[src/crgpc_consts.vh]
// Constants for the clock and reset generator with PLL and watchdog
`ifndef CRGPC_CONSTS_VH
`define CRGPC_CONSTS_VH

// Register indices; the byte address is the index times four
`define CRGPC_IDX_TEST_A       8'h09
`define CRGPC_IDX_TEST_B       8'h0A
`define CRGPC_IDX_SERVICE      8'h0B
`define CRGPC_IDX_WDOG_CTL     8'h08
`define CRGPC_IDX_PLL_DIV      8'h0C
`define CRGPC_IDX_PLL_CTL      8'h0D
`define CRGPC_IDX_STATUS       8'h0E
`define CRGPC_IDX_LOCK_TOL     8'h0F

// Service codes
`define CRGPC_SVC_FIRST        8'h55
`define CRGPC_SVC_SECOND       8'hAA

// Watchdog time-out lengths in oscillator cycles, per rate code
`define CRGPC_WD_RATE1         25'h0004000
`define CRGPC_WD_RATE2         25'h0010000
`define CRGPC_WD_RATE3         25'h0040000
`define CRGPC_WD_RATE4         25'h0100000
`define CRGPC_WD_RATE5         25'h0400000
`define CRGPC_WD_RATE6         25'h0800000
`define CRGPC_WD_RATE7         25'h1000000

// Watchdog control fields
`define CRGPC_RATE_OFF         3'h0
`define CRGPC_WIN_BIT          7

// PLL divider field positions in the divider register
`define CRGPC_REFDIV_LSB       0
`define CRGPC_SYNDIV_LSB       8
`define CRGPC_POSTDIV_LSB      16
`define CRGPC_REFRNG_LSB       24
`define CRGPC_VCORNG_LSB       26

// PLL control bits
`define CRGPC_CTL_SEL          0
`define CRGPC_CTL_PWR          1
`define CRGPC_CTL_LOCK_INTERRUPT_ENABLE       2
`define CRGPC_CTL_CME          3
`define CRGPC_CTL_SELF_CLOCK_MODE_ENABLE         4
`define CRGPC_CTL_RESET        5'h1A

// Lock detector
`define CRGPC_LOCK_WIN         16'h0400
`define CRGPC_LOCK_TOL_RST     16'h0302

// Clock switching freeze: 8 block clock cycles
`define CRGPC_SWITCH_CYC       4'h8

// Clock quality check window and good-edge count
`define CRGPC_CHECK_WIN        50000
`define CRGPC_OSC_OK_EDGES     4096

`endif

[src/crgpc_top.v]
// Clock and reset generator: watchdog, PLL dividers, lock, clock checks
//
// The implementer's own choice: the APB slave port.
`timescale 1ns/1ps
`default_nettype none
`include "crgpc_consts.vh"

// Overview of operation
// - Test registers read zero and ignore writes outside special modes.
// - Service register reads zero and accepts writes anytime.
// - Service writes do nothing while watchdog rate select is zero.
// - Enabled watchdog resets on any service value except 55 or AA.
// - 55 then AA restarts period; other activity and repeats allowed.
// - Windowed mode: any service write in first 75% resets.
// - Reference divider divides oscillator by field plus one.
// - Loop divider divides VCO by two times field plus one.
// - Post divider divides VCO by twice field; zero means one.
// - PLL selected: bus runs half PLL.
// - Lock bit read-only, set within tolerance, cleared outside.
// - Lock interrupt pulses on every lock change when enabled.
// - PLL power stays on while PLL drives the system clock.
// - Clock select change freezes clocks for at most 8 cycles.
// - Bus clock drives external pin; self clock replaces oscillator.
// - Monitor failure enters self clock mode or resets system.
// - Monitor enable gates failure; edges present mean no failure.
// - Quality check starts on power-on, low voltage, wake, failure.
// - Check window 50000 PLL cycles; 4096 oscillator edges is good.
// - Reaching the good count ends the window at once.
// - Nonzero rate starts watchdog; time-out resets system.
// - In windowed mode, completed pair restarts the window.
module crgpc_top
(
	input  wire        ref_clk_in,        // Block clock, 50 MHz
	input  wire        arst_n_in,         // Async reset, active low
	input  wire        psel_in,           // APB select
	input  wire        penable_in,        // APB enable
	input  wire        pwrite_in,         // APB direction
	input  wire [7:0]  paddr_in,          // APB byte address
	input  wire [31:0] pwdata_in,         // APB write data
	output wire        pready_out,        // APB ready
	output reg  [31:0] prdata_out,        // APB read data
	output wire        pslverr_out,       // APB error
	input  wire        special_mode_in,   // Device in special mode
	input  wire        osc_tick_in,       // Oscillator clock edge enable
	input  wire        vco_tick_in,       // VCO clock edge enable
	input  wire        pll_tick_in,       // PLL clock edge enable
	input  wire        cm_fail_in,        // Monitor: no oscillator edges
	input  wire        por_in,            // Power-on reset event
	input  wire        lvr_in,            // Low voltage reset event
	input  wire        stop_wake_in,      // Wake from full stop event
	output reg         ref_tick_out,      // PLL reference clock enable
	output reg         fb_tick_out,       // PLL feedback clock enable
	output reg         pll_output_clock_tick_out,   // Post-divided PLL enable
	output reg         bus_tick_out,      // Bus clock enable
	output reg         external_bus_clock_output_out,          // External bus clock pin
	output wire        periph_osc_tick_out, // Peripheral oscillator clock
	output wire        pll_power_out,     // PLL powered
	output wire        pll_sel_out,       // System clock from PLL
	output wire        clk_freeze_out,    // Clocks frozen, CPU halted
	output reg         lock_irq_out,      // Lock change request pulse
	output wire        self_clock_out,    // Self clock mode active
	output reg         sys_reset_out,     // System reset request pulse
	output wire        osc_ok_out         // Oscillator judged good
);

	//----------------------------------------
	// Registers
	//----------------------------------------
	reg  [2:0]  rate_ff;
	reg         win_ff;
	reg  [7:0]  test_a_ff;
	reg  [7:0]  test_b_ff;
	reg  [31:0] div_ff;
	reg  [4:0]  ctl_ff;
	reg  [31:0] tol_ff;
	reg         lock_ff;
	reg         scm_ff;
	reg         osc_ok_ff;
	reg  [24:0] wd_cnt_ff;
	reg         armed55_ff;
	reg  [3:0]  frz_ff;
	reg         sel_act_ff;

	wire        wr_en = psel_in & penable_in & pwrite_in;
	wire [7:0]  wbyte = pwdata_in[7:0];

	assign pready_out  = 1'b1;
	assign pslverr_out = 1'b0;

	// Timeout length in oscillator cycles for a rate code
	function [24:0] wd_period;
		input [2:0] r;
		begin
			case (r)
				3'h1:    wd_period = `CRGPC_WD_RATE1;
				3'h2:    wd_period = `CRGPC_WD_RATE2;
				3'h3:    wd_period = `CRGPC_WD_RATE3;
				3'h4:    wd_period = `CRGPC_WD_RATE4;
				3'h5:    wd_period = `CRGPC_WD_RATE5;
				3'h6:    wd_period = `CRGPC_WD_RATE6;
				default: wd_period = `CRGPC_WD_RATE7;
			endcase
		end
	endfunction

	// Register decode; every index is word spaced on the bus
	function reg_hit;
		input [7:0] a;
		input [7:0] idx;
		begin
			reg_hit = (a == {idx[5:0], 2'b00});
		end
	endfunction

	wire [24:0] period   = wd_period(rate_ff);
	wire        wd_on    = (rate_ff != `CRGPC_RATE_OFF);
	// Open window is the last quarter of the period
	wire        in_win   = (wd_cnt_ff >= (period - (period >> 2)));
	wire        svc_wr   = wr_en && reg_hit(paddr_in, `CRGPC_IDX_SERVICE);
	wire        svc_code = (wbyte == `CRGPC_SVC_FIRST) ||
	                       (wbyte == `CRGPC_SVC_SECOND);

	//----------------------------------------
	// Configuration register writes
	//----------------------------------------
	always @(posedge ref_clk_in or negedge arst_n_in)
	begin
		if (!arst_n_in)
		begin
			rate_ff   <= 3'h0;
			win_ff    <= 1'b0;
			test_a_ff <= 8'h00;
			test_b_ff <= 8'h00;
			div_ff    <= 32'h00000000;
			ctl_ff    <= `CRGPC_CTL_RESET;
			tol_ff    <= {`CRGPC_LOCK_TOL_RST, `CRGPC_LOCK_WIN};
		end
		else if (wr_en)
		begin
			if (reg_hit(paddr_in, `CRGPC_IDX_WDOG_CTL))
			begin
				rate_ff <= wbyte[2:0];
				win_ff  <= wbyte[`CRGPC_WIN_BIT];
			end
			else if (special_mode_in &&
			         reg_hit(paddr_in, `CRGPC_IDX_TEST_A))
				test_a_ff <= wbyte;
			else if (special_mode_in &&
			         reg_hit(paddr_in, `CRGPC_IDX_TEST_B))
				test_b_ff <= wbyte;
			else if (reg_hit(paddr_in, `CRGPC_IDX_PLL_DIV))
				div_ff <= pwdata_in;
			else if (reg_hit(paddr_in, `CRGPC_IDX_PLL_CTL))
				ctl_ff <= pwdata_in[4:0];
			else if (reg_hit(paddr_in, `CRGPC_IDX_LOCK_TOL))
				tol_ff <= pwdata_in;
		end
	end

	//----------------------------------------
	// Watchdog counter and service sequence
	//----------------------------------------
	reg wd_rst;
	always @*
	begin
		wd_rst = 1'b0;
		if (svc_wr && wd_on)
		begin
			if (!svc_code)
				wd_rst = 1'b1;
			else if (win_ff && !in_win)
				wd_rst = 1'b1;
		end
		if (wd_on && osc_tick_in && wd_cnt_ff == period - 25'h1)
			wd_rst = 1'b1;
	end

	always @(posedge ref_clk_in or negedge arst_n_in)
	begin
		if (!arst_n_in)
		begin
			wd_cnt_ff  <= 25'h0;
			armed55_ff <= 1'b0;
		end
		else if (!wd_on || wd_rst ||
		         (wr_en && reg_hit(paddr_in, `CRGPC_IDX_WDOG_CTL)))
		begin
			// Rate write restarts the period
			wd_cnt_ff  <= 25'h0;
			armed55_ff <= 1'b0;
		end
		else if (svc_wr)
		begin
			if (wbyte == `CRGPC_SVC_FIRST)
				armed55_ff <= 1'b1;
			else if (armed55_ff)
			begin
				wd_cnt_ff  <= 25'h0;
				armed55_ff <= 1'b0;
			end
		end
		else if (osc_tick_in)
			wd_cnt_ff <= wd_cnt_ff + 25'h1;
	end

	//----------------------------------------
	// PLL dividers
	//----------------------------------------
	wire [5:0] ref_div  = div_ff[`CRGPC_REFDIV_LSB +: 6];
	wire [5:0] syn_div  = div_ff[`CRGPC_SYNDIV_LSB +: 6];
	wire [4:0] post_div = div_ff[`CRGPC_POSTDIV_LSB +: 5];
	reg  [5:0] ref_cnt_ff;
	reg  [6:0] fb_cnt_ff;
	reg  [5:0] post_cnt_ff;
	// Self clock mode runs the VCO at its floor; dividers keep going
	wire       pll_run = pll_power_out | scm_ff;

	always @(posedge ref_clk_in or negedge arst_n_in)
	begin
		if (!arst_n_in)
		begin
			ref_cnt_ff      <= 6'h0;
			fb_cnt_ff       <= 7'h0;
			post_cnt_ff     <= 6'h0;
			ref_tick_out    <= 1'b0;
			fb_tick_out     <= 1'b0;
			pll_output_clock_tick_out <= 1'b0;
		end
		else
		begin
			ref_tick_out    <= 1'b0;
			fb_tick_out     <= 1'b0;
			pll_output_clock_tick_out <= 1'b0;
			if (osc_tick_in)
			begin
				if (ref_cnt_ff >= ref_div)
				begin
					ref_cnt_ff   <= 6'h0;
					ref_tick_out <= 1'b1;
				end
				else
					ref_cnt_ff <= ref_cnt_ff + 6'h1;
			end
			if (vco_tick_in && pll_run)
			begin
				// divide by 2 times field plus one
				if (fb_cnt_ff >= {syn_div, 1'b1})
				begin
					fb_cnt_ff   <= 7'h0;
					fb_tick_out <= 1'b1;
				end
				else
					fb_cnt_ff <= fb_cnt_ff + 7'h1;
				if (post_div == 5'h0 ||
				    post_cnt_ff >= {post_div, 1'b0} - 6'h1)
				begin
					post_cnt_ff     <= 6'h0;
					pll_output_clock_tick_out <= 1'b1;
				end
				else
					post_cnt_ff <= post_cnt_ff + 6'h1;
			end
		end
	end

	//----------------------------------------
	// Lock detector
	//----------------------------------------
	reg [15:0] lk_win_ff;
	reg [15:0] lk_ref_ff;
	reg [15:0] lk_fb_ff;
	wire [15:0] lk_diff = (lk_ref_ff > lk_fb_ff) ? lk_ref_ff - lk_fb_ff
	                                             : lk_fb_ff - lk_ref_ff;

	always @(posedge ref_clk_in or negedge arst_n_in)
	begin
		if (!arst_n_in)
		begin
			lk_win_ff    <= 16'h0;
			lk_ref_ff    <= 16'h0;
			lk_fb_ff     <= 16'h0;
			lock_ff      <= 1'b0;
			lock_irq_out <= 1'b0;
		end
		else
		begin
			lock_irq_out <= 1'b0;
			if (lk_win_ff >= tol_ff[15:0])
			begin
				lk_win_ff <= 16'h0;
				lk_ref_ff <= 16'h0;
				lk_fb_ff  <= 16'h0;
				if (!lock_ff && pll_run &&
				    lk_diff <= {8'h00, tol_ff[23:16]})
				begin
					lock_ff      <= 1'b1;
					lock_irq_out <= ctl_ff[`CRGPC_CTL_LOCK_INTERRUPT_ENABLE];
				end
				else if (lock_ff && (!pll_run ||
				         lk_diff > {8'h00, tol_ff[31:24]}))
				begin
					lock_ff      <= 1'b0;
					lock_irq_out <= ctl_ff[`CRGPC_CTL_LOCK_INTERRUPT_ENABLE];
				end
			end
			else
			begin
				lk_win_ff <= lk_win_ff + {15'h0, ref_tick_out};
				lk_ref_ff <= lk_ref_ff + {15'h0, ref_tick_out};
				lk_fb_ff  <= lk_fb_ff + {15'h0, fb_tick_out};
			end
		end
	end

	//----------------------------------------
	// Clock select, freeze and bus clock
	//----------------------------------------
	wire want_sel = ctl_ff[`CRGPC_CTL_SEL] & ~scm_ff;
	assign pll_power_out  = ctl_ff[`CRGPC_CTL_PWR] | sel_act_ff;
	assign pll_sel_out    = sel_act_ff;
	assign clk_freeze_out = (frz_ff != 4'h0);

	always @(posedge ref_clk_in or negedge arst_n_in)
	begin
		if (!arst_n_in)
		begin
			frz_ff     <= 4'h0;
			sel_act_ff <= 1'b0;
		end
		else if (frz_ff != 4'h0)
		begin
			frz_ff <= frz_ff - 4'h1;
			if (frz_ff == 4'h1)
				sel_act_ff <= want_sel;
		end
		else if (want_sel != sel_act_ff)
			frz_ff <= `CRGPC_SWITCH_CYC;
	end

	// Bus clock source tick and divide-by-two
	wire src_tick = sel_act_ff ? pll_output_clock_tick_out :
	                (scm_ff ? pll_output_clock_tick_out : osc_tick_in);
	reg  half_ff;
	always @(posedge ref_clk_in or negedge arst_n_in)
	begin
		if (!arst_n_in)
		begin
			half_ff      <= 1'b0;
			bus_tick_out <= 1'b0;
			external_bus_clock_output_out     <= 1'b0;
		end
		else
		begin
			bus_tick_out <= 1'b0;
			if (src_tick && !clk_freeze_out)
			begin
				half_ff <= ~half_ff;
				bus_tick_out <= half_ff;
				external_bus_clock_output_out <= half_ff;
			end
		end
	end

	assign periph_osc_tick_out = scm_ff ? pll_output_clock_tick_out : osc_tick_in;

	//----------------------------------------
	// Clock monitor and quality checker
	//----------------------------------------
	// monitor enable gates failure
	wire cm_evt = cm_fail_in & ctl_ff[`CRGPC_CTL_CME] & ~osc_tick_in;
	reg  [15:0] chk_win_ff;
	reg  [12:0] chk_edge_ff;
	reg         chk_run_ff;
	reg         cm_rst;
	assign self_clock_out = scm_ff;
	assign osc_ok_out     = osc_ok_ff;

	always @*
	begin
		cm_rst = cm_evt & ~ctl_ff[`CRGPC_CTL_SELF_CLOCK_MODE_ENABLE];
	end

	always @(posedge ref_clk_in or negedge arst_n_in)
	begin
		if (!arst_n_in)
		begin
			scm_ff      <= 1'b0;
			osc_ok_ff   <= 1'b0;
			chk_run_ff  <= 1'b0;
			chk_win_ff  <= 16'h0;
			chk_edge_ff <= 13'h0;
		end
		else if (por_in || lvr_in || stop_wake_in || cm_evt)
		begin
			chk_run_ff  <= 1'b1;
			osc_ok_ff   <= 1'b0;
			chk_win_ff  <= 16'h0;
			chk_edge_ff <= 13'h0;
			if (cm_evt && ctl_ff[`CRGPC_CTL_SELF_CLOCK_MODE_ENABLE])
				scm_ff <= 1'b1;
		end
		else if (chk_run_ff)
		begin
			if (chk_edge_ff + {12'h0, osc_tick_in} >= `CRGPC_OSC_OK_EDGES)
			begin
				chk_run_ff <= 1'b0;
				osc_ok_ff  <= 1'b1;
				scm_ff     <= 1'b0;
			end
			else if (pll_tick_in &&
			         chk_win_ff == `CRGPC_CHECK_WIN - 1)
			begin
				chk_win_ff  <= 16'h0;
				chk_edge_ff <= 13'h0;
			end
			else
			begin
				chk_win_ff  <= chk_win_ff + {15'h0, pll_tick_in};
				chk_edge_ff <= chk_edge_ff + {12'h0, osc_tick_in};
			end
		end
	end

	// System reset request from watchdog or monitor
	always @(posedge ref_clk_in or negedge arst_n_in)
	begin
		if (!arst_n_in)
			sys_reset_out <= 1'b0;
		else
			sys_reset_out <= wd_rst | cm_rst;
	end

	//----------------------------------------
	// APB read mux
	//----------------------------------------
	always @*
	begin
		prdata_out = 32'h00000000;
		if (reg_hit(paddr_in, `CRGPC_IDX_WDOG_CTL))
			prdata_out = {24'h0, win_ff, 4'h0, rate_ff};
		else if (special_mode_in &&
		         reg_hit(paddr_in, `CRGPC_IDX_TEST_A))
			prdata_out = {24'h0, test_a_ff};
		else if (special_mode_in &&
		         reg_hit(paddr_in, `CRGPC_IDX_TEST_B))
			prdata_out = {24'h0, test_b_ff};
		else if (reg_hit(paddr_in, `CRGPC_IDX_PLL_DIV))
			prdata_out = div_ff;
		else if (reg_hit(paddr_in, `CRGPC_IDX_PLL_CTL))
			prdata_out = {27'h0, ctl_ff};
		else if (reg_hit(paddr_in, `CRGPC_IDX_STATUS))
			prdata_out = {27'h0, clk_freeze_out, sel_act_ff, osc_ok_ff,
			              scm_ff, lock_ff};
		else if (reg_hit(paddr_in, `CRGPC_IDX_LOCK_TOL))
			prdata_out = tol_ff;
	end

endmodule
`default_nettype wire

[config.mk]
export PLATFORM = sky130hd
export DESIGN_NAME = crgpc_top
export DESIGN_NICKNAME = d
export VERILOG_FILES = /design/src/crgpc_top.v
export VERILOG_INCLUDE_DIRS = /design/src
export SDC_FILE = /design/constraint.sdc
export NUM_CORES = 1
export LEC_CHECK = 0
export ABC_CLOCK_PERIOD_IN_PS = 4800
export BUFFER_PORTS_ARGS = -buffer_cell sky130_fd_sc_hd__buf_4
export CORE_MARGIN = 4
export CORE_UTILIZATION = 45
export CTS_CLUSTER_DIAMETER = 200
export DETAILED_ROUTE_END_ITERATION = 16
export PLACE_DENSITY = 0.61
export SLEW_MARGIN = 10
export SYNTH_ARGS = -nofsm -noshare
export SYNTH_HDL_FRONTEND = slang
export SYNTH_SLANG_ARGS = --single-unit
[constraint.sdc]
create_clock -name ref_clk_in -period 4.8 [get_ports ref_clk_in]
set_input_delay 0.96 -clock ref_clk_in [delete_from_list [all_inputs] [get_ports ref_clk_in]]
set_output_delay 0.96 -clock ref_clk_in [all_outputs]
set_load 0.05 [all_outputs]
==> impl_metrics.yaml <==
timing:
  fin_crit_sh_pct: 92.6
  relSlewSlack_pct: 26.2
  finalMaxSlewViolations: 0
  fmax_mhz: 225
  finalSetupViolCount: 0
  whs_ns: 0.366
  hold_viol: 0
  clock_skew_ns: 0.0124
  period_minus_slack_ns: 4.44
  worst_pin_slew_ns: 1.10
clocking:
  post-cts-setup-buffer-count: 0
  cts_tree: "done"
  hold_buffers: 0
  ctsResizeCount: 0
  cts-root-buf: "clkbuf_16"
  cts_max_level: 1
  clk-insertion-delay-late_ns: 0.54
  clock-sinks: 228
  cts_buffers: 27
  cts_buffer_depth: 3
  path_clk_slew_ns: 0.07
finish:
  final_cell_mix: "221 x dfrtp_1, 160 x nand2_1, 128 x nor2_1, 124 x o21ai_0, 117 x buf_4"
  synthToLayoutAreaGrowth_pct: 15.0
  layout_commonest_cell: "dfrtp_1"
  layoutNonFillerInstCount: 2070
  n_fill_cell: 2917
  seq_area_sq_um: 5710
  diodes: 0
  nets: 1819
  multi_input_area_sq_um: 8050
  layout-drive-gt1-share_pct: 15.2
global_routing:
  grt_max_degree: 112
  track_usage_pct: 20.5
  antenna_found_initial: 1
  grt_pass1_wl_mm: 60.4
  grt_pass1_vias: 11500
  overflow: 0
logic_synthesis:
  yosysWarnings: 0
  syn-cell-area_sq_um: 14400
  synth_flop_cell: "dfrtp_1"
  synth_area_per_cell_sq_um: 9.22
  synth-edff-count: 0
  ys_ff_latch: 228
  yosysSeqAreaShare_pct: 39.8
  synth_fp_nets: 1728
  syn-instance-count: 1557
  synth.distinct_cells: 82
  synthArstFlopShare_pct: 100
job:
  cap_violations: 0
die:
  die_x_um: 187
  dieArea_sq_um: 34800
  start_util_pct: 45.6
  io_pins: 100
  core-area_sq_um: 31500
  rows: 65
  die_h_um: 187
power:
  leakagePower_nw: 8.02
  ir_worst_vdd_mv: 0.248
  power.density_nw_per_um2: 289
  p_total_w: 0.00478
worst_setup_path:
  arrival_ns: 4.84
  critPathCaptureType: "register"
  r2r_end: "wd_cnt_ff[13]"
  path_max_fanout: 7
  r2r_cells: 19
  worst_ep_required_time_ns: 5.20
  worstSetupPathType: "reg2reg"
  cp-start-kind: "register"
  r2r-start: "rate_ff[2]"
  r2r_setup_slack_ns: 0.36
routing:
  drc_errors: 0
  vias_per_cell: 5.60
  drtIter0Drc: 851
  wl_mm: 36.2
  postRouteAntennaNets: 0
  wl_per_cell_um: 17.5
  routed-via-count: 11600
  drt_first_pass_iters: 6
placement:
  gp_congestion: 0.879
  numPortBuffers: 97
  hpwlAfterDp_mm: 26.2
  dp.cells: 2019
outcome:
  status: "finished clean"
worst_hold_path:
  worstHoldPathType: "in2async"
[flip-flops by register name, indices dropped and copies added (netlist names), 6 cells and up]
register     count
chk_edge_ff     13
chk_win_ff      16
div_ff          32
fb_cnt_ff        7
lk_fb_ff        16
lk_ref_ff       16
lk_win_ff       16
post_cnt_ff      6
ref_cnt_ff       6
test_a_ff        8
test_b_ff        8
tol_ff          32
wd_cnt_ff       25
[stage by stage]
| step | utilization [%] | cell area (sq um) | setup TNS (ns) | setup slack, ns |
|---|---|---|---|---|
| after floorplan | - | 14400 | 0 | 0.424 |
| after global placement | 49.3 | 15500 | 0 | 0.358 |
| after detailed placement | 49.3 | 15500 | 0 | 0.242 |
| after CTS | 52.3 | 16500 | 0 | 0.193 |
| after global routing | 52.5 | 16500 | -0.0720 | -0.0471 |
| final | 52.5 | 16500 | 0 | 0.357 |
[report_power, final]
part | switching [W] | total (W) | internal, W
registers | 0.0000632 | 0.00205 | 0.00199
clock network | 0.000841 | 0.00213 | 0.00129
logic | 0.000355 | 0.000592 | 0.000237
[critical path, cell delays in order, from the launching register on]
cell       delay (ns)
dfrtp_1          0.45
or3b_4           0.48
ha_1             0.35
nor2_1           0.11
o21bai_1         0.06
a21oi_1          0.15
nor2_1           0.06
nor2_1           0.16
nor2b_1          0.07
o21ai_0          0.15
o311ai_1         0.14
ha_1             0.31
and4_1           0.21
nand4_1          0.09
or4_1            0.50
a41oi_4          0.31
o211ai_4         0.20
o2111ai_1        0.29
xor2_1           0.17
nor2_1           0.05
[logic make-up (layout without fill, tap and decap cells)]
| logic type | count (synthesis) | count (layout) | share of synthesized area, % |
|---|---|---|---|
| flip-flops | 228 | 228 | 39.8 |
| XOR/XNOR | 91 | 91 | 5.55 |
| buffers and inverters | 167 | 276 | 4.67 |
| AND/OR/NAND/NOR | 536 | 536 | 18.3 |
| other | 2 | 2 | 0.0523 |
| multiplexers | 68 | 68 | 5.65 |
| adder cells (fa/ha/maj) | 118 | 118 | 10.4 |
| AO/OA/AOI/OAI | 347 | 349 | 15.6 |
[routing by layer]
layer / routed length, um / up-vias / track usage (%)
li1: - / 5694 / -
met1: 17800 / 5604 / 30.4
met2: 16000 / 270 / 32.0
met3: 1950 / 33 / 3.55
met4: 448 / 0 / 3.58
met5: 0 / - / 0
[final cells by class]
class | count | share of cell area, %
repair buffers | 119 | 5.53
clock buffers | 32 | 4.39
well taps | 402 | 3.05
flip-flops and latches | 228 | 34.6
multi-input cells | 1164 | 48.7
inverters | 108 | 2.46
clock inverters | 17 | 1.23
[worst max-delay path by stage]
stage | start | endpoint
2_1_floorplan | rate_ff[1] | wd_cnt_ff[18]
3_3_place_gp | rate_ff[2] | wd_cnt_ff[13]
3_5_place_dp | rate_ff[2] | wd_cnt_ff[15]
4_1_cts | rate_ff[2] | wd_cnt_ff[15]
5_1_grt | rate_ff[2] | wd_cnt_ff[22]
6_report | rate_ff[2] | wd_cnt_ff[13]
[Yosys cell counts, types with 6 or more instances]
cell       count  area share, %
a211oi_1       7           0.37
a21o_1        31            1.6
a21oi_1       60            2.1
a222oi_1       6           0.42
a22o_1        27            1.6
a31oi_1       10           0.44
and2_1        11           0.48
and3_1        26            1.1
and4_1         7           0.43
buf_2         14           0.49
clkbuf_1      37           0.97
dfrtp_1      221             39
dfstp_2        7            1.3
ha_1         116             10
inv_1        108            2.8
mux2_2        50            3.9
mux2i_1        9           0.63
nand2_1      160            4.2
nand2b_1      12           0.52
nand3_1       60            2.1
nand4_1       32            1.4
nor2_1       130            3.4
nor2b_1       17           0.74
nor3_1        29            1.0
nor3b_1        6           0.31
nor4_1         8           0.35
o2111ai_1     10           0.61
o21a_1         8           0.42
o21ai_0      125            4.4
o31ai_1       18           0.94
or3_1          9           0.39
xnor2_1       56            3.4
xor2_1        35            2.1
No activity file was read; power rests on OpenSTA's default activity.
